**src/hw/cgs_pkg.sv**
```systemverilog
// Constants shared by the counter second-gate, status and snapshot logic.
// Assumes a single 10 MHz clock and a plain word-addressed register port.
package cgs_pkg;

   // ----------------------------------------------------------------------
   // Register map, word offsets on the plain register port
   // ----------------------------------------------------------------------
   localparam int          ADDR_W          = 4;
   localparam logic [3:0]  OFS_SECOND_GATE = 4'h0;
   localparam logic [3:0]  OFS_STATUS      = 4'h1;
   localparam logic [3:0]  OFS_SW_SNAP     = 4'h2;
   localparam logic [3:0]  OFS_CONTROL     = 4'h3;
   localparam logic [3:0]  OFS_ACK         = 4'h4;
   localparam logic [3:0]  OFS_HW_SNAP     = 4'h5;

   // ----------------------------------------------------------------------
   // Second gate configuration fields
   // ----------------------------------------------------------------------
   localparam int          SG_INVERT_BIT   = 13;
   localparam int          SG_SEL_MSB      = 11;
   localparam int          SG_SEL_LSB      = 7;
   localparam int          SG_COMB_BIT     = 0;

   // Second gate select codes.
   localparam logic [4:0]  SEL_OWN_SRC     = 5'h00;
   localparam logic [4:0]  SEL_OWN_UPDOWN  = 5'h01;
   localparam logic [4:0]  SEL_UPDOWN_0    = 5'h02;
   localparam logic [4:0]  SEL_UPDOWN_7    = 5'h09;
   localparam logic [4:0]  SEL_NEIGH_SRC   = 5'h0a;
   localparam logic [4:0]  SEL_TRIG_0      = 5'h0b;
   localparam logic [4:0]  SEL_TRIG_6      = 5'h11;
   localparam logic [4:0]  SEL_NEIGH_OUT   = 5'h14;
   localparam logic [4:0]  SEL_PRIM_GATE   = 5'h1e;
   localparam logic [4:0]  SEL_LOW         = 5'h1f;

   // ----------------------------------------------------------------------
   // Status, control and acknowledge fields
   // ----------------------------------------------------------------------
   localparam int          ST_IRQ_BIT      = 15;
   localparam int          ST_TC_BIT       = 3;
   localparam int          CT_SAVE_FOLLOW  = 0;
   localparam int          CT_DMA_EN       = 1;
   localparam int          CT_MODE_LSB     = 2;
   localparam int          CT_PRIM_INV     = 4;
   localparam int          CT_ARM          = 5;
   localparam int          CT_TC_IE        = 6;
   localparam int          CT_DMA_IE       = 7;
   localparam int          ACK_TC_BIT      = 0;
   localparam int          ACK_DMA_BIT     = 1;

   // Gating modes.
   localparam logic [1:0]  MODE_NONE       = 2'h0;
   localparam logic [1:0]  MODE_LEVEL      = 2'h1;
   localparam logic [1:0]  MODE_RISE       = 2'h2;
   localparam logic [1:0]  MODE_FALL       = 2'h3;

   // ----------------------------------------------------------------------
   // Counter
   // ----------------------------------------------------------------------
   localparam int          CNT_W           = 32;
   localparam logic [31:0] CNT_RESET       = 32'h0000_0000;
   localparam logic [31:0] CNT_TERMINAL    = 32'hffff_ffff;
   localparam int          PIN_W           = 20;

endpackage : cgs_pkg

```
**src/hw/cgs_sync.sv**
```systemverilog
// Two-stage synchroniser for a group of asynchronous pin levels.
// Assumes each bit is an independent level; no bit relationship is kept.
`timescale 1ns/100ps
`default_nettype none
module cgs_sync #(
   parameter int WIDTH = 1
) (
   input  wire logic             i_clk,
   input  wire logic             i_rst,
   input  wire logic [WIDTH-1:0] i_async,
   output var  logic [WIDTH-1:0] o_sync
);

   typedef struct packed {
      logic [WIDTH-1:0] meta;
      logic [WIDTH-1:0] sync;
   } cgs_sync_st_t;

   cgs_sync_st_t q;
   cgs_sync_st_t d;

   // The first stage is only read by the second stage.
   always_comb
   begin
      d      = q;
      d.meta = i_async;
      d.sync = q.meta;
   end

   always_ff @(posedge i_clk)
   begin
      if (i_rst)
         q <= '0;
      else
         q <= d;
   end

   assign o_sync = q.sync;

endmodule // cgs_sync
`default_nettype wire

```
**src/hw/cgs_save_regs.sv**
```systemverilog
// Software and hardware snapshot registers of one counter.
// Assumes the caller holds track and freeze low while DMA is enabled.
`timescale 1ns/100ps
`default_nettype none
module cgs_save_regs (
   input  wire logic        i_clk,
   input  wire logic        i_rst,
   input  wire logic [31:0] i_value,
   input  wire logic        i_track,
   input  wire logic        i_freeze,
   input  wire logic        i_dma_en,
   input  wire logic        i_dma_save,
   output var  logic [31:0] o_sw,
   output var  logic [31:0] o_hw
);

   typedef struct packed {
      logic [31:0] sw;
      logic [31:0] hw;
      logic        to_sw;
   } cgs_save_st_t;

   cgs_save_st_t q;
   cgs_save_st_t d;

   always_comb
   begin
      d = q;
      if (i_dma_en && i_dma_save)
      begin
         // Saved values alternate, hardware register first.
         if (q.to_sw)
            d.sw = i_value; // RULE_16
         else
            d.hw = i_value;
         d.to_sw = !q.to_sw; // RULE_17
      end
      else if (i_freeze || i_track)
      begin
         d.sw = i_value; // RULE_14 RULE_15
      end
      if (!i_dma_en)
         d.to_sw = 1'b0;
   end

   always_ff @(posedge i_clk)
   begin
      if (i_rst)
         q <= '0;
      else
         q <= d;
   end

   assign o_sw = q.sw;
   assign o_hw = q.hw;
endmodule // cgs_save_regs
`default_nettype wire

```
**src/hw/cgs_counter.sv**
```systemverilog
// Counter with second gate selection, combined start/stop gate,
// status flags and software/hardware snapshot registers.
// Assumes pins arrive asynchronously and the register master obeys a
// one-cycle strobe protocol with read data one cycle after the strobe.
//
// Operation
// (RULE_01) Bit 13 set inverts the selected second gate.
// (RULE_02) Bits 11 to 7 select the second gate signal.
// (RULE_03) Code 0 is own source pin, code 1 own up/down pin.
// (RULE_04) Codes 2 to 9 are up/down pins 0 to 7.
// (RULE_05) Code 10 is the neighbour counter's selected source.
// (RULE_06) Codes 11 to 17 are trigger lines 0 to 6; 20 neighbour output.
// (RULE_07) Code 30 is the processed primary gate; code 31 is constant low.
// (RULE_08) Combined mode: second gate edge asserts gate, primary edge deasserts it.
// (RULE_09) Level gating counts at once when armed with gate already high.
// (RULE_10) Software should invert both gates for complete pulse-width measurements.
// (RULE_11) Status bit 15 is terminal-count or DMA condition true and enabled.
// (RULE_12) Status bit 3 sets at terminal count, holds until acknowledged.
// (RULE_13) Writing the terminal-count acknowledge bit clears the flag.
// (RULE_14) After save-follow asserts, snapshot freezes on next source edge.
// (RULE_15) With save-follow clear, snapshot tracks the live count.
// (RULE_16) With DMA enabled, the snapshot serves as hardware save register.
// (RULE_17) In DMA mode saved values alternate between both snapshot registers.
// (RULE_18) Status register is read-only, 16 bits, other bits undefined.
// (RULE_19) Gating mode: 0 none, 1 level, 2 rising, 3 falling.
// (RULE_20) Without combined mode the primary gate is used unchanged.
// (RULE_21) Gate edges are sampled on selected source edges.
//
// The register offsets and the plain strobed port were decided locally.
`timescale 1ns/100ps
`default_nettype none
module cgs_counter (
   input  wire logic        i_clk,
   input  wire logic        i_rst,
   input  wire logic [3:0]  i_addr,
   input  wire logic [31:0] i_wr_data,
   input  wire logic        i_wr_en,
   input  wire logic        i_rd_en,
   output var  logic [31:0] o_rd_data,
   input  wire logic        i_src_pin,
   input  wire logic        i_updown_pin,
   input  wire logic [7:0]  i_updown_bus,
   input  wire logic        i_neighbour_source,
   input  wire logic [6:0]  i_trigger_bus_line,
   input  wire logic        i_neighbour_out,
   input  wire logic        i_gate_pin,
   output var  logic        o_counter_irq_flag,
   output var  logic        o_terminal_count_flag,
   output var  logic        o_eff_gate
);

   // ----------------------------------------------------------------------
   // State
   // ----------------------------------------------------------------------
   typedef struct packed {
      logic        second_gate_invert;
      logic [4:0]  second_gate_source_sel;
      logic        combined_gate_enable;
      logic        save_follow_ctl;
      logic        dma_transfer_en;
      logic [1:0]  gate_interpret_sel;
      logic        gate_invert_ctl;
      logic        arm;
      logic        tc_irq_en;
      logic        dma_irq_en;
      logic        src_prev;
      logic        prim_prev;
      logic        sec_prev;
      logic        gate_prev;
      logic        comb_gate;
      logic        eff_gate;
      logic        edge_run;
      logic [31:0] count;
      logic        terminal_count_flag;
      logic        dma_flag;
      logic        irq;
      logic        save_pend;
      logic [31:0] rd_data;
   } cgs_cnt_st_t;

   cgs_cnt_st_t q;
   cgs_cnt_st_t d;

   logic [cgs_pkg::PIN_W-1:0] pins_s;
   logic [31:0]               sw_snapshot_value;
   logic [31:0]               hw_snapshot_reg;
   logic                      src_edge;
   logic                      prim_gate;
   logic                      sec_raw;
   logic                      sec_gate;
   logic                      sec_rise;
   logic                      prim_rise;
   logic                      gate;
   logic                      gate_rise;
   logic                      gate_fall;
   logic                      act_edge;
   logic                      run;
   logic                      counting;
   logic                      tc_hit;
   logic                      save_evt;
   logic                      wr_cfg;
   logic                      wr_ctl;
   logic                      wr_ack;
   logic                      tc_ack;
   logic                      dma_ack;
   logic                      freeze;
   logic                      track;
   logic [15:0]               status_word;

   // ----------------------------------------------------------------------
   // Pin synchronisation
   // ----------------------------------------------------------------------
   cgs_sync #(
      .WIDTH (cgs_pkg::PIN_W)
   ) u_sync (
      .i_clk   (i_clk),
      .i_rst   (i_rst),
      .i_async ({i_gate_pin, i_neighbour_out, i_trigger_bus_line,
                 i_neighbour_source, i_updown_bus, i_updown_pin, i_src_pin}),
      .o_sync  (pins_s)
   );

   // ----------------------------------------------------------------------
   // Gate selection
   // ----------------------------------------------------------------------
   always_comb
   begin
      src_edge  = pins_s[0] && !q.src_prev;
      prim_gate = pins_s[19] ^ q.gate_invert_ctl;
      sec_raw   = 1'b0;
      case (q.second_gate_source_sel) // RULE_02
         cgs_pkg::SEL_OWN_SRC:    sec_raw = pins_s[0]; // RULE_03
         cgs_pkg::SEL_OWN_UPDOWN: sec_raw = pins_s[1]; // RULE_03
         cgs_pkg::SEL_NEIGH_SRC:  sec_raw = pins_s[10]; // RULE_05
         cgs_pkg::SEL_NEIGH_OUT:  sec_raw = pins_s[18]; // RULE_06
         cgs_pkg::SEL_PRIM_GATE:  sec_raw = prim_gate; // RULE_07
         cgs_pkg::SEL_LOW:        sec_raw = 1'b0; // RULE_07
         default:
         begin
            if (q.second_gate_source_sel >= cgs_pkg::SEL_UPDOWN_0 &&
                q.second_gate_source_sel <= cgs_pkg::SEL_UPDOWN_7)
               sec_raw = pins_s[q.second_gate_source_sel]; // RULE_04
            else if (q.second_gate_source_sel >= cgs_pkg::SEL_TRIG_0 &&
                     q.second_gate_source_sel <= cgs_pkg::SEL_TRIG_6)
               sec_raw = pins_s[q.second_gate_source_sel]; // RULE_06
            else
               sec_raw = 1'b0;
         end
      endcase
      sec_gate  = sec_raw ^ q.second_gate_invert; // RULE_01
      sec_rise  = sec_gate && !q.sec_prev; // RULE_21
      prim_rise = prim_gate && !q.prim_prev; // RULE_21
      gate      = q.combined_gate_enable ? q.comb_gate : prim_gate; // RULE_20
      gate_rise = gate && !q.gate_prev;
      gate_fall = !gate && q.gate_prev;
      act_edge  = (q.gate_interpret_sel == cgs_pkg::MODE_RISE) ? gate_rise : gate_fall;
   end

   // ----------------------------------------------------------------------
   // Counting and save events
   // ----------------------------------------------------------------------
   always_comb
   begin
      case (q.gate_interpret_sel) // RULE_19
         cgs_pkg::MODE_NONE:  run = 1'b1;
         cgs_pkg::MODE_LEVEL: run = gate; // RULE_09
         cgs_pkg::MODE_RISE:  run = q.edge_run;
         cgs_pkg::MODE_FALL:  run = q.edge_run;
         default:             run = 1'b0;
      endcase
      counting = src_edge && q.arm && run;
      tc_hit   = counting && (q.count == cgs_pkg::CNT_TERMINAL);
      if (q.gate_interpret_sel == cgs_pkg::MODE_LEVEL)
         save_evt = src_edge && q.arm && gate_fall;
      else if (q.gate_interpret_sel == cgs_pkg::MODE_NONE)
         save_evt = 1'b0;
      else
         save_evt = src_edge && q.arm && act_edge && q.edge_run;
      freeze = q.save_pend && src_edge; // RULE_14
      track  = !q.save_follow_ctl; // RULE_15
   end

   // ----------------------------------------------------------------------
   // Register port decode
   // ----------------------------------------------------------------------
   always_comb
   begin
      wr_cfg  = i_wr_en && (i_addr == cgs_pkg::OFS_SECOND_GATE);
      wr_ctl  = i_wr_en && (i_addr == cgs_pkg::OFS_CONTROL);
      wr_ack  = i_wr_en && (i_addr == cgs_pkg::OFS_ACK);
      tc_ack  = wr_ack && i_wr_data[cgs_pkg::ACK_TC_BIT];
      dma_ack = wr_ack && i_wr_data[cgs_pkg::ACK_DMA_BIT];
      status_word = 16'h0000; // RULE_18
      status_word[cgs_pkg::ST_IRQ_BIT] = q.irq; // RULE_11
      status_word[cgs_pkg::ST_TC_BIT]  = q.terminal_count_flag; // RULE_12
   end

   // ----------------------------------------------------------------------
   // Next state
   // ----------------------------------------------------------------------
   always_comb
   begin
      d          = q;
      d.src_prev = pins_s[0];
      if (wr_cfg)
      begin
         d.second_gate_invert     = i_wr_data[cgs_pkg::SG_INVERT_BIT];
         d.second_gate_source_sel = i_wr_data[cgs_pkg::SG_SEL_MSB:cgs_pkg::SG_SEL_LSB];
         d.combined_gate_enable   = i_wr_data[cgs_pkg::SG_COMB_BIT];
      end
      if (wr_ctl)
      begin
         d.save_follow_ctl    = i_wr_data[cgs_pkg::CT_SAVE_FOLLOW];
         d.dma_transfer_en    = i_wr_data[cgs_pkg::CT_DMA_EN];
         d.gate_interpret_sel = i_wr_data[cgs_pkg::CT_MODE_LSB +: 2];
         d.gate_invert_ctl    = i_wr_data[cgs_pkg::CT_PRIM_INV];
         d.arm                = i_wr_data[cgs_pkg::CT_ARM];
         d.tc_irq_en          = i_wr_data[cgs_pkg::CT_TC_IE];
         d.dma_irq_en         = i_wr_data[cgs_pkg::CT_DMA_IE];
         if (!i_wr_data[cgs_pkg::CT_ARM])
            d.edge_run = 1'b0;
      end
      // A fresh assertion of save-follow waits for the next source edge.
      if (freeze)
         d.save_pend = 1'b0;
      if (wr_ctl && i_wr_data[cgs_pkg::CT_SAVE_FOLLOW] && !q.save_follow_ctl)
         d.save_pend = 1'b1; // RULE_14
      else if (wr_ctl && !i_wr_data[cgs_pkg::CT_SAVE_FOLLOW])
         d.save_pend = 1'b0;
      if (src_edge)
      begin
         d.prim_prev = prim_gate; // RULE_21
         d.sec_prev  = sec_gate;
         d.gate_prev = gate;
         // Stop takes priority when both gates assert on one edge.
         if (prim_rise)
            d.comb_gate = 1'b0; // RULE_08
         else if (sec_rise)
            d.comb_gate = 1'b1; // RULE_08
         if (q.arm && (q.gate_interpret_sel == cgs_pkg::MODE_RISE ||
                       q.gate_interpret_sel == cgs_pkg::MODE_FALL) && act_edge)
            d.edge_run = !q.edge_run;
      end
      if (counting)
         d.count = q.count + 32'h0000_0001;
      // Hardware sets win over a simultaneous acknowledge.
      if (tc_ack)
         d.terminal_count_flag = 1'b0; // RULE_13
      if (tc_hit)
         d.terminal_count_flag = 1'b1; // RULE_12
      if (dma_ack)
         d.dma_flag = 1'b0;
      if (save_evt && q.dma_transfer_en)
         d.dma_flag = 1'b1;
      d.irq = (d.terminal_count_flag && d.tc_irq_en) || (d.dma_flag && d.dma_irq_en); // RULE_11
      d.eff_gate = d.combined_gate_enable ? d.comb_gate : d.gate_prev; // RULE_20
      d.rd_data = 32'h0000_0000;
      if (i_rd_en)
      begin
         case (i_addr)
            cgs_pkg::OFS_STATUS:  d.rd_data = {16'h0000, status_word};
            cgs_pkg::OFS_SW_SNAP: d.rd_data = sw_snapshot_value;
            cgs_pkg::OFS_HW_SNAP: d.rd_data = hw_snapshot_reg;
            cgs_pkg::OFS_CONTROL: d.rd_data = {24'h000000, q.dma_irq_en, q.tc_irq_en, q.arm,
                                               q.gate_invert_ctl, q.gate_interpret_sel,
                                               q.dma_transfer_en, q.save_follow_ctl};
            default:              d.rd_data = 32'h0000_0000;
         endcase
      end
   end

   always_ff @(posedge i_clk)
   begin
      if (i_rst)
         q <= '0;
      else
         q <= d;
   end

   // ----------------------------------------------------------------------
   // Snapshot registers
   // ----------------------------------------------------------------------
   cgs_save_regs u_save (
      .i_clk      (i_clk),
      .i_rst      (i_rst),
      .i_value    (q.count),
      .i_track    (track && !q.dma_transfer_en),
      .i_freeze   (freeze && !q.dma_transfer_en),
      .i_dma_en   (q.dma_transfer_en), // RULE_16
      .i_dma_save (save_evt),
      .o_sw       (sw_snapshot_value),
      .o_hw       (hw_snapshot_reg)
   );

   assign o_rd_data             = q.rd_data;
   assign o_counter_irq_flag    = q.irq;
   assign o_terminal_count_flag = q.terminal_count_flag;
   assign o_eff_gate            = q.eff_gate;
endmodule // cgs_counter
`default_nettype wire

```
**config.mk**
```make
export PLATFORM = sky130hd
export DESIGN_NAME = cgs_counter
export DESIGN_NICKNAME = d
export VERILOG_FILES = /design/src/hw/cgs_pkg.sv /design/src/hw/cgs_sync.sv /design/src/hw/cgs_save_regs.sv /design/src/hw/cgs_counter.sv
export SDC_FILE = /design/constraint.sdc
export NUM_CORES = 1
export LEC_CHECK = 0
export BUFFER_PORTS_ARGS = -buffer_cell sky130_fd_sc_hd__buf_2
export CORE_ASPECT_RATIO = 0.9
export CORE_UTILIZATION = 35
export DETAILED_ROUTE_END_ITERATION = 7
export SLEW_MARGIN = 20
export SYNTH_ARGS = -nofsm -noshare
export SYNTH_HDL_FRONTEND = slang
export SYNTH_SLANG_ARGS = --single-unit
```
**constraint.sdc**
```tcl
create_clock -name i_clk -period 6 [get_ports i_clk]
set_clock_uncertainty 0.05 [all_clocks]
set_input_delay 0 -clock i_clk [delete_from_list [all_inputs] [get_ports i_clk]]
set_output_delay 0 -clock i_clk [all_outputs]
set_load 0.02 [all_outputs]
```
* Yosys cells after proc, flatten, opt, wreduce, memory -nomap -nowiden
Cells that the tools add are included.
** Storage, ports and cells
- Word-level logic and storage cells :: 137
- Register bits after elaboration :: 195
- Input port bits :: 60
- Output and inout port bits :: 35
** Operators by class
- Equal/unequal tests :: 15
- Muxes and demuxes :: 31
- Add/sub/neg operators :: 1
- Reductions and logical operators :: 52
- Order comparisons :: 5
- Bitwise operators :: 5
** Operators by type and width (number)
- $pmux W32 S4 :: 1
- $mux W32 :: 3
- $add A32 B1 Y32 const B :: 1
- $eq A32 B32 Y1 const B :: 1
- $logic_and A1 B1 Y1 :: 29
- $mux W1 :: 22
- $eq A5 B5 Y1 const B :: 3
- $logic_not A1 Y1 :: 10
- $eq A4 B2 Y1 const B :: 2
- $eq A4 B3 Y1 const B :: 2
- $lt A5 B6 Y1 const B :: 1
- $pmux W1 S6 :: 1
- $reduce_or A2 Y1 :: 3
- $bmux W1 S5 :: 1
- $eq A5 B1 Y1 const B :: 1
- $eq A5 B4 Y1 const B :: 1
- $ge A5 B2 Y1 const B :: 1
- $ge A5 B4 Y1 const B :: 1
- $le A5 B4 Y1 const B :: 1
- $le A5 B5 Y1 const B :: 1
- $logic_not A5 Y1 :: 1
- $eq A2 B2 Y1 const B :: 2
- $eq A4 B1 Y1 const B :: 1
- $logic_not A4 Y1 :: 1
- other kinds (11) :: 18

* Logic depth before layout (Yosys ltp)
Gate-level depths: netlist (run 1).
- Word-level depth :: 13
- Gate-level depth with buffers :: 9
- Depth with buffers taken out :: 6

* Cells and area by module
Synthesis (run 1) repeated with hierarchy kept, for this count alone.
** Unflattened totals
- Cell total of the unflattened synthesis :: 923
- Area total of the unflattened synthesis :: 8486.9 µm²
** Modules (own cells, without submodules)
- cgs_counter :: area an instance 4241.6 µm², seq. area each 1801.7 µm², cells an instance 492, times used 1
- cgs_save_regs :: area an instance 3089.2 µm², seq. area each 1301.2 µm², cells an instance 347, times used 1
- cgs_sync :: area an instance 1156.1 µm², seq. area each 800.8 µm², cells an instance 84, times used 1

* Worst setup path after synthesis (run 1)
OpenSTA, ideal clock, no wires.
- Kind :: flip-flop to flip-flop
- Start point :: register q[84] (netlist name)
- End point :: register q (netlist bit o_eff_gate)
- Required time :: 5.828 ns
- Data arrival time :: 2.008 ns
- Cell stages (with the launch flop) :: 8
- Path slack :: 3.820 ns
- Library setup time :: 0.122 ns
- Path buffers :: 1
- Clock period less this slack :: 2.180 ns
- Cell sequence :: dfxtp_1 > buf_6 > or3_4 > o21a_4 > o31ai_4 > nor3_1 > a221o_1 > o32a_1
** Between the ends
- Longest elaborated chain between the ends :: 11
- Elaborated cells between the ends (all ways) :: 23
- Classes of those cells :: order compare: 4; eq/ne: 5; mux: 9; bitwise: 1; reduce/logical: 4
** Ends and longest elaborated chain
- start: declaration :: RTL line cgs_counter.sv:81 : cgs_cnt_st_t q;
- start signal: assignment :: RTL line cgs_counter.sv:275 : q <= '0;
- start signal: assignment :: RTL line cgs_counter.sv:277 : q <= d;
- $bmux W1 S5, or another cell as far along :: RTL line cgs_counter.sv:142, cgs_counter.sv:145
- $mux W1 (implied by the code) or $logic_and A1 B1 Y1 (tied branches) :: RTL line cgs_counter.sv:142, cgs_counter.sv:145, cgs_counter.sv:143
- $mux W1 :: RTL line cgs_counter.sv:143 : else if (q.second_gate_source_sel >= cgs_pkg::SEL_TRIG_0 &&
- $mux W1 :: RTL line cgs_counter.sv:140 : if (q.second_gate_source_sel >= cgs_pkg::SEL_UPDOWN_0 &&
- $pmux W1 S6 (*) :: RTL line cgs_counter.sv:131 : case (q.second_gate_source_sel)
- $xor A1 B1 Y1 (*) :: RTL line cgs_counter.sv:150 : sec_gate = sec_raw ^ q.second_gate_invert;
- $logic_and A1 B1 Y1 (*) :: RTL line cgs_counter.sv:151 : sec_rise = sec_gate && !q.sec_prev;
- $mux W1 (*) :: RTL line cgs_counter.sv:238 : else if (sec_rise)
- $mux W1 (*) :: RTL line cgs_counter.sv:236 : if (prim_rise)
- $mux W2 (*) :: RTL line cgs_counter.sv:230 : if (src_edge)
- $mux W1 (*) :: RTL line cgs_counter.sv:256 : d.eff_gate = d.combined_gate_enable ? d.comb_gate : d.gate_prev;
Every way passes the cells marked *; elsewhere a longest branch is shown, timed or not. The select of a mux whose other input is x is not followed.
A chain may end at the register's enable or synchronous reset.

* Final worst setup path (run 1)
- Start point :: register u_sync.q (netlist bit u_sync.o_sync[0])
- End point :: register q[64] (netlist name)
** Between the ends
- Longest elaborated chain between the ends :: 3
** Ends and longest elaborated chain
- start: declaration :: RTL line cgs_sync.sv:19 : cgs_sync_st_t q;
- start signal: assignment :: RTL line cgs_sync.sv:33 : q <= '0;
- start signal: assignment :: RTL line cgs_sync.sv:35 : q <= d;
- $logic_and A1 B1 Y1 :: RTL line cgs_counter.sv:128 : src_edge = pins_s[0] && !q.src_prev;
- $logic_and A1 B1 Y1 (2 in a row) :: RTL line cgs_counter.sv:171 : counting = src_edge && q.arm && run;
No other way between the ends.

==> results_tabular.tex, run 1 <==
\begin{tabular}{lr}
\hline
Metric & Value \\
\hline
\multicolumn{2}{l}{\textbf{Drt}} \\
Post-route DRC violation count & 0 \\
DR vias & 5472 \\
DRC marker count from the first detailed-route iteration & 370 \\
Total length of routed wires & 15.8 mm \\
Router iterations before antenna repair & 5 \\
Number of vias per cell & 4.78 \\
Wire length per cell after detailed routing & 13.8 um \\
ANT nets after route & 0 \\
\multicolumn{2}{l}{\textbf{Yosys}} \\
Netlist area before placement & 0.00771 mm2 \\
Sequential-to-total area share from yosys stat & 0.506 \\
Post-synth top cells & dfxtp\_1 (195), nor2\_1 (157), mux2i\_1 (79), nor2b\_1 (50), buf\_4 (33) \\
Most frequently used cell type in the post-synthesis netlist & dfxtp\_1 \\
Number of distinct library cell variants in the gate-level netlist after synthesis & 60 \\
Syn Area/Cell & 9.79 um2 \\
Proportion of synthesized flip-flops having asynchronous set or reset & 0 \\
Top-area cell type share of the netlist area & 0.506 \\
Number of synthesized flops with an enable pin & 0 \\
Synthesized net count & 848 \\
Ys Warns & 0 \\
Library cell occupying the most area in the post-synthesis netlist & dfxtp\_1 \\
Number of cells produced by synthesis & 787 \\
Ys flop type & dfxtp\_1 \\
Flops \& latches, synth & 195 \\
Biggest area contributors in the synthesized netlist & dfxtp\_1 (51\%), mux2i\_1 (10\%), nor2\_1 (7.6\%) \\
\multicolumn{2}{l}{\textbf{Worst setup path}} \\
Required time at the endpoint of the critical path & 6280 ps \\
Class of the most critical setup path & flop to flop \\
Launch instance of the worst register-to-register path & u\_sync.o\_sync[0] \\
Highest fanout seen on the critical path & 18 \\
Startpoint types & flop \\
Register-to-register path setup slack & 2840 ps \\
Crit Reg-Reg Endpoint & q[64] \\
Worst Path Arrival & 3430 ps \\
Number of cells traversed by the worst register-to-register path & 6 \\
Endpoint class of the critical path & flop \\
\multicolumn{2}{l}{\textbf{Worst hold path}} \\
Hold path start & i\_rst \\
Hold Path Stages & 2 \\
Min-Delay Path Class & input port to flop \\
Worst Hold Endpoint & u\_save.o\_sw[22] \\
\multicolumn{2}{l}{\textbf{STA}} \\
Period utilization & 0.526 \\
Pin slew with the least headroom to its limit & 1060 ps \\
Top achievable clock speed & 0.317 GHz \\
WHS & 20.4 ps \\
Min Tclk post-route & 3160 ps \\
Total negative slack for setup checks & 0 ps \\
Min setup slack post-route & 2840 ps \\
Final setup violation count & 0 \\
Worst rel slew slack & 0.294 \\
Hold violation count in the final report & 0 \\
RSZ-0062 raised after global routing & no \\
Max-slew violation count & 0 \\
\multicolumn{2}{l}{\textbf{CTS}} \\
Number of buffers created by CTS & 17 \\
Buffer levels on the longest clock path & 2 \\
Num Clock Sinks & 195 \\
Clk Tree Root Cell & clkbuf\_16 \\
TritonCTS clock tree & built \\
Clock Latency Late Sink & 440 ps \\
H-Tree Depth & 4 \\
Clock transition at the registers of the reported paths & 80 ps \\
\multicolumn{2}{l}{\textbf{Finish}} \\
Number of nets in the final layout & 901 \\
P\&R area growth vs syn & 16.6\% \\
Number of antenna cells inserted & 0 \\
Fill count & 2088 \\
Fraction of final layout cells with drive strength greater than 1 & 0.162 \\
\multicolumn{2}{l}{\textbf{Global route}} \\
Largest net degree at the start of global routing & 110 \\
Number of global-route vias before repair & 4996 \\
Leftover overflow at the end of global routing & 0 \\
Antenna violations before repair & 0 \\
Global-route wire length before repair & 26.0 mm \\
Total Routing Usage GR & 0.149 \\
\multicolumn{2}{l}{\textbf{Floorplanning}} \\
Count of pins on the block boundary & 95 \\
Chip height & 143 um \\
Core area & 0.0216 mm2 \\
Starting utilization of the core area & 0.356 \\
Full die area & 0.0226 mm2 \\
Number of rows created at floorplan & 51 \\
Die outline width & 158 um \\
\multicolumn{2}{l}{\textbf{Power}} \\
Peak supply drop & 0.151 mV \\
Power per cell area & 284 mW/mm2 \\
Leakage Power & 3.31 nW \\
\multicolumn{2}{l}{\textbf{Run}} \\
Maximum capacitance violations & 0 \\
\multicolumn{2}{l}{\textbf{Placement}} \\
Detailed placement HPWL & 10.1 mm \\
Port buffer count & 75 \\
RD Place Congestion & 0.723 \\
Pre-CTS setup slack & 2660 ps \\
\multicolumn{2}{l}{\textbf{Run status}} \\
Status & finished clean \\
\hline
\end{tabular}
==> through the flow <==
| stage | cells | utilization | instance area, um2 | total power, mW |
|---|---|---|---|---|
| after floorplan | 787 | - | 7710 | 1.40 |
| after global placement | 1079 | 0.372 | 8050 | 1.43 |
| after detailed placement | 1079 | 0.372 | 8050 | 1.43 |
| after CTS | 1144 | 0.415 | 8980 | 2.59 |
| after global routing | 1144 | 0.416 | 8990 | 2.66 |
| final | 1144 | 0.416 | 8990 | 2.55 |
==> critical path, stage by stage, from the launching register on <==
cell and delay, ps:
dfxtp_1 360, nor2b_1 560, and3_1 380, o31a_1 660
nand3_1 370, or2_2 400, mux2_2 260
==> registers in the layout, indices dropped and copies added, names as in the netlist <==
name / flops
u_sync.o_sync: 20
u_save.o_hw: 32
o_counter_irq_flag: 1
u_save.q: 1
u_sync.d: 20
o_rd_data: 32
o_terminal_count_flag: 1
o_eff_gate: 1
u_save.o_sw: 32
q: 55
==> cells by family (layout without fill, tap and decap cells) <==
group	count (synthesis)	count (layout)	share of synthesized area
xor+xnor	24	24	0.0273
simple gates	312	312	0.200
fa+ha+maj	1	1	0.00162
mux	88	88	0.120
flops	195	195	0.506
buf+inv	86	152	0.0640
compound gates	81	81	0.0810
==> per-layer routing <==
layer,global-route usage,wire length [um]
met1,0.200,7630
met2,0.231,7270
met3,0.0294,615
met4,0.0617,245
met5,0,0
==> cell type report <==
class	instances	area, um2	area share
sequential	195	3900	0.434
multi-input combinational	506	3340	0.371
timing repair buffer	114	753	0.0838
clock buffer	17	425	0.0473
tap	291	364	0.0405
clock inverter	15	183	0.0203
inverter	6	22.5	0.00251
==> timing repair <==
action,4_1_cts,5_1_grt
hold endpoints to repair,40,0
resized for setup,0,0
buffers inserted,0,0
hold buffers,33,0
==> how the worst max path moves through the flow <==
stage | endpoint | slack, ps | cells after the start | startpoint
after floorplan | o_eff_gate | 3820 | 7 | q[84]
after global placement | u_save.o_hw[6] | 2670 | 7 | u_sync.o_sync[0]
after detailed placement | u_save.o_hw[4] | 2660 | 7 | u_sync.o_sync[0]
after CTS | u_save.o_hw[5] | 2610 | 7 | u_sync.o_sync[0]
after global routing | u_save.o_hw[7] | 2570 | 7 | u_sync.o_sync[0]
final | q[64] | 2840 | 6 | u_sync.o_sync[0]
==> where the power goes <==
part           switching (mW)  internal, mW  total (mW)
Sequential            0.00586          1.31        1.31
Combinational          0.0507        0.0469      0.0976
Clock                   0.577         0.567        1.14
==> placed cells by master (no fill, tap or decap), types with 7 or more instances in the layout <==
| cell | instances |
|---|---|
| nand4_1 | 13 |
| mux2i_1 | 79 |
| o21ai_0 | 10 |
| nor2b_1 | 50 |
| a22oi_1 | 24 |
| nand3_1 | 15 |
| nor3_1 | 7 |
| xnor2_1 | 10 |
| clkbuf_16 | 17 |
| mux2_2 | 7 |
| buf_4 | 7 |
| nand2_1 | 19 |
| dfxtp_1 | 195 |
| nand2b_1 | 7 |
| xor2_1 | 14 |
| a21oi_1 | 13 |
| dlygate4sd3_1 | 33 |
| buf_2 | 74 |
| nor4_1 | 7 |
| a222oi_1 | 7 |
| nor2_1 | 157 |
No activity file was read; power rests on OpenSTA's default activity.
==> run 2, diff against run 1 <==
==> constraint.sdc (replaced) <==
create_clock -name i_clk -period 3.11 [get_ports i_clk]
set_clock_uncertainty 0.05 [all_clocks]
set_input_delay 0 -clock i_clk [delete_from_list [all_inputs] [get_ports i_clk]]
set_output_delay 0 -clock i_clk [all_outputs]
set_load 0.02 [all_outputs]
==> results_tabular.tex, run 2 (same netlist as run 1, synthesis figures left out) <==
\begin{tabular}{lr}
\hline
Metric & Value \\
\hline
\multicolumn{2}{l}{\textbf{Drt}} \\
DR vias & 5429 (-0.79\%) \\
ANT nets after route & 0 (unchanged) \\
Wire length per cell after detailed routing & 13.6 um (-1.3\%) \\
Met2 Wirelength & 7.12 mm (-2.1\%) \\
Met3 wire length & 518 um (-16\%) \\
DRC marker count from the first detailed-route iteration & 293 (-21\%) \\
Number of vias per cell & 4.71 (-1.6\%) \\
Total length of routed wires & 15.7 mm (-0.48\%) \\
Post-route DRC violation count & 0 (unchanged) \\
Wire length the detailed router placed on met1 & 7.88 mm (+3.2\%) \\
Highest metal used & met4 \\
Router iterations before antenna repair & 6 (+1) \\
\multicolumn{2}{l}{\textbf{Global route}} \\
Largest net degree at the start of global routing & 93 (-15\%) \\
Global-route wire length before repair & 26.1 mm (+0.50\%) \\
Antenna violations before repair & 0 (unchanged) \\
Number of global-route vias before repair & 5087 (+1.8\%) \\
Leftover overflow at the end of global routing & 0 (unchanged) \\
Total Routing Usage GR & 0.148 (-0.000437) \\
\multicolumn{2}{l}{\textbf{Worst setup path}} \\
Delay contributed by the slowest stage of the critical path & 620 ps (-40 ps) \\
Highest fanout seen on the critical path & 12 (-6) \\
Top Family by Delay on Critical Path & compound AO/OA/AOI/OAI gates \\
Required time at the endpoint of the critical path & 3370 ps (-2910 ps) \\
Slowest cell on the critical path & mux4\_1 \\
Worst Path Arrival & 2820 ps (-610 ps) \\
Startpoint types & flop \\
Sum of buffers and inverters on the critical path & 0 (unchanged) \\
Endpoint class of the critical path & flop \\
Chain of cells forming the critical path & mux4\_1 > a221oi\_1 > a311oi\_1 > a221o\_1 > o32a\_1 \\
Class of the most critical setup path & flop to flop \\
\multicolumn{2}{l}{\textbf{CTS}} \\
TritonCTS clock tree & built \\
Clock transition at the registers of the reported paths & 80 ps (about the same) \\
Num Clock Sinks & 195 (unchanged) \\
Number of buffers inserted by post-CTS setup repair & 0 (unchanged) \\
Buffer levels on the longest clock path & 2 (unchanged) \\
Clock Latency Late Sink & 430 ps (about the same) \\
Number of buffers created by CTS & 17 (unchanged) \\
Clk Tree Root Cell & clkbuf\_16 \\
H-Tree Depth & 4 (unchanged) \\
\multicolumn{2}{l}{\textbf{Finish}} \\
Multi-input gate area in the final layout & 0.00333 mm2 (-0.19\%) \\
Number of flip-flops in the largest register & 55 (unchanged) \\
Fill count & 2142 (+2.6\%) \\
Most common library cell in the layout ignoring fill and taps & dfxtp\_1 \\
P\&R area growth vs syn & 17.6\% \\
Number of nets in the final layout & 910 (+1.0\%) \\
Layout Cell Area excl Fill & 0.00907 mm2 (+0.86\%) \\
Fraction of final layout cells with drive strength greater than 1 & 0.171 (+0.00875) \\
Number of antenna cells inserted & 0 (unchanged) \\
Area used by sequential logic in the layout & 0.00390 mm2 (unchanged) \\
Commonest non-fill, non-tap cells in the layout & dfxtp\_1 (195), nor2\_1 (157), mux2i\_1 (79) \\
Most flops, register & q \\
\multicolumn{2}{l}{\textbf{Floorplanning}} \\
Full die area & 0.0226 mm2 (unchanged) \\
Core area & 0.0216 mm2 (unchanged) \\
Chip height & 143 um (unchanged) \\
Count of pins on the block boundary & 95 (unchanged) \\
Starting utilization of the core area & 0.356 (unchanged) \\
Number of rows created at floorplan & 51 (unchanged) \\
Die outline width & 158 um (unchanged) \\
\multicolumn{2}{l}{\textbf{STA}} \\
RSZ-0062 raised after global routing & no \\
Period utilization & 0.820 (+0.295) \\
Min setup slack post-route & 559 ps (-2290 ps) \\
Min Tclk post-route & 2550 ps (-604 ps) \\
Worst rel slew slack & 0.355 (+0.0613) \\
Pin slew with the least headroom to its limit & 967 ps (-91.9 ps) \\
Total negative slack for setup checks & 0 ps (unchanged) \\
Hold violation count in the final report & 0 (unchanged) \\
Max-slew violation count & 0 (unchanged) \\
Top achievable clock speed & 0.392 GHz (+24\%) \\
Final setup violation count & 0 (unchanged) \\
\multicolumn{2}{l}{\textbf{Placement}} \\
RD Place Congestion & 0.755 (+4.3\%) \\
Detailed placement HPWL & 10.3 mm (+2.0\%) \\
Pre-CTS setup slack & 588 ps (-2070 ps) \\
Placed inst area & 0.00813 mm2 (+1.0\%) \\
Port buffer count & 75 (unchanged) \\
\multicolumn{2}{l}{\textbf{Run}} \\
Maximum capacitance violations & 0 (unchanged) \\
\multicolumn{2}{l}{\textbf{Power}} \\
Peak supply drop & 0.359 mV (+140\%) \\
Leakage Power & 3.36 nW (+1.6\%) \\
Power per cell area & 546 mW/mm2 (+92\%) \\
\multicolumn{2}{l}{\textbf{Worst hold path}} \\
Min-Delay Path Class & input port to flop \\
\multicolumn{2}{l}{\textbf{Run status}} \\
Status & finished clean \\
\hline
\end{tabular}
[run 2: cell count changes in the layout (fill, tap and decap cells not counted), moves of 2 or more]
cell and delta:
buf_4 +8, inv_8 +4, clkinv_8 -3, inv_6 -3, clkinv_4 +2
[run 2: where the power goes]
group	internal [mW]	switching [mW]	leakage (nW)
clock network	1.16	1.06	0.296
logic	0.0935	0.0994	1.49
registers	2.52	0.0115	1.58
[run 2: worst paths after layout]
check / from / end / slack (ps) / cells past startpoint
setup / recovery: q[84] / o_eff_gate / 560 / 5
hold / removal: i_addr[1] / o_rd_data[15] / 70 / 4
setup reg to reg: q[84] / o_eff_gate / 560 / 5
hold reg to reg: u_sync.d[5] / u_sync.o_sync[5] / 390 / 1
[run 2: timing repair]
item                                   in CTS  in global routing
hold buffers                               33                  0
gates resized for setup                     0                  0
endpoints found under the hold margin      40                  0
[run 2: layer usage]
layer / track usage / vias up
li1: - / 2792
met1: 0.201 / 2543
met2: 0.234 / 84
met3: 0.0358 / 10
met4: 0.0380 / 0
met5: 0 / -
[run 2: per-stage QoR]
step,util,hold WS [ps],power (mW),std cells
3_5_place_dp,0.376,162,2.76,1088
4_1_cts,0.419,30.7,5.03,1153
2_1_floorplan,-,78.2,2.70,787
5_1_grt,0.419,110,5.15,1153
3_3_place_gp,0.376,158,2.76,1088
6_report,0.419,66.8,4.95,1153
[run 2: worst reg2reg max path, stage by stage, from the launching register on]
cell and delay (ps):
dfxtp_1 610, mux4_1 620, a221oi_1 330, a311oi_1 130, a221o_1 370, o32a_1 330
[run 2: area by class of cell]
| cell class | count | area share |
|---|---|---|
| multi-input cells | 506 | 0.367 |
| flip-flops and latches | 195 | 0.431 |
| well taps | 291 | 0.0402 |
| clock buffers | 17 | 0.0469 |
| inverters | 6 | 0.00248 |
| clock inverters | 15 | 0.0206 |
| repair buffers | 123 | 0.0919 |
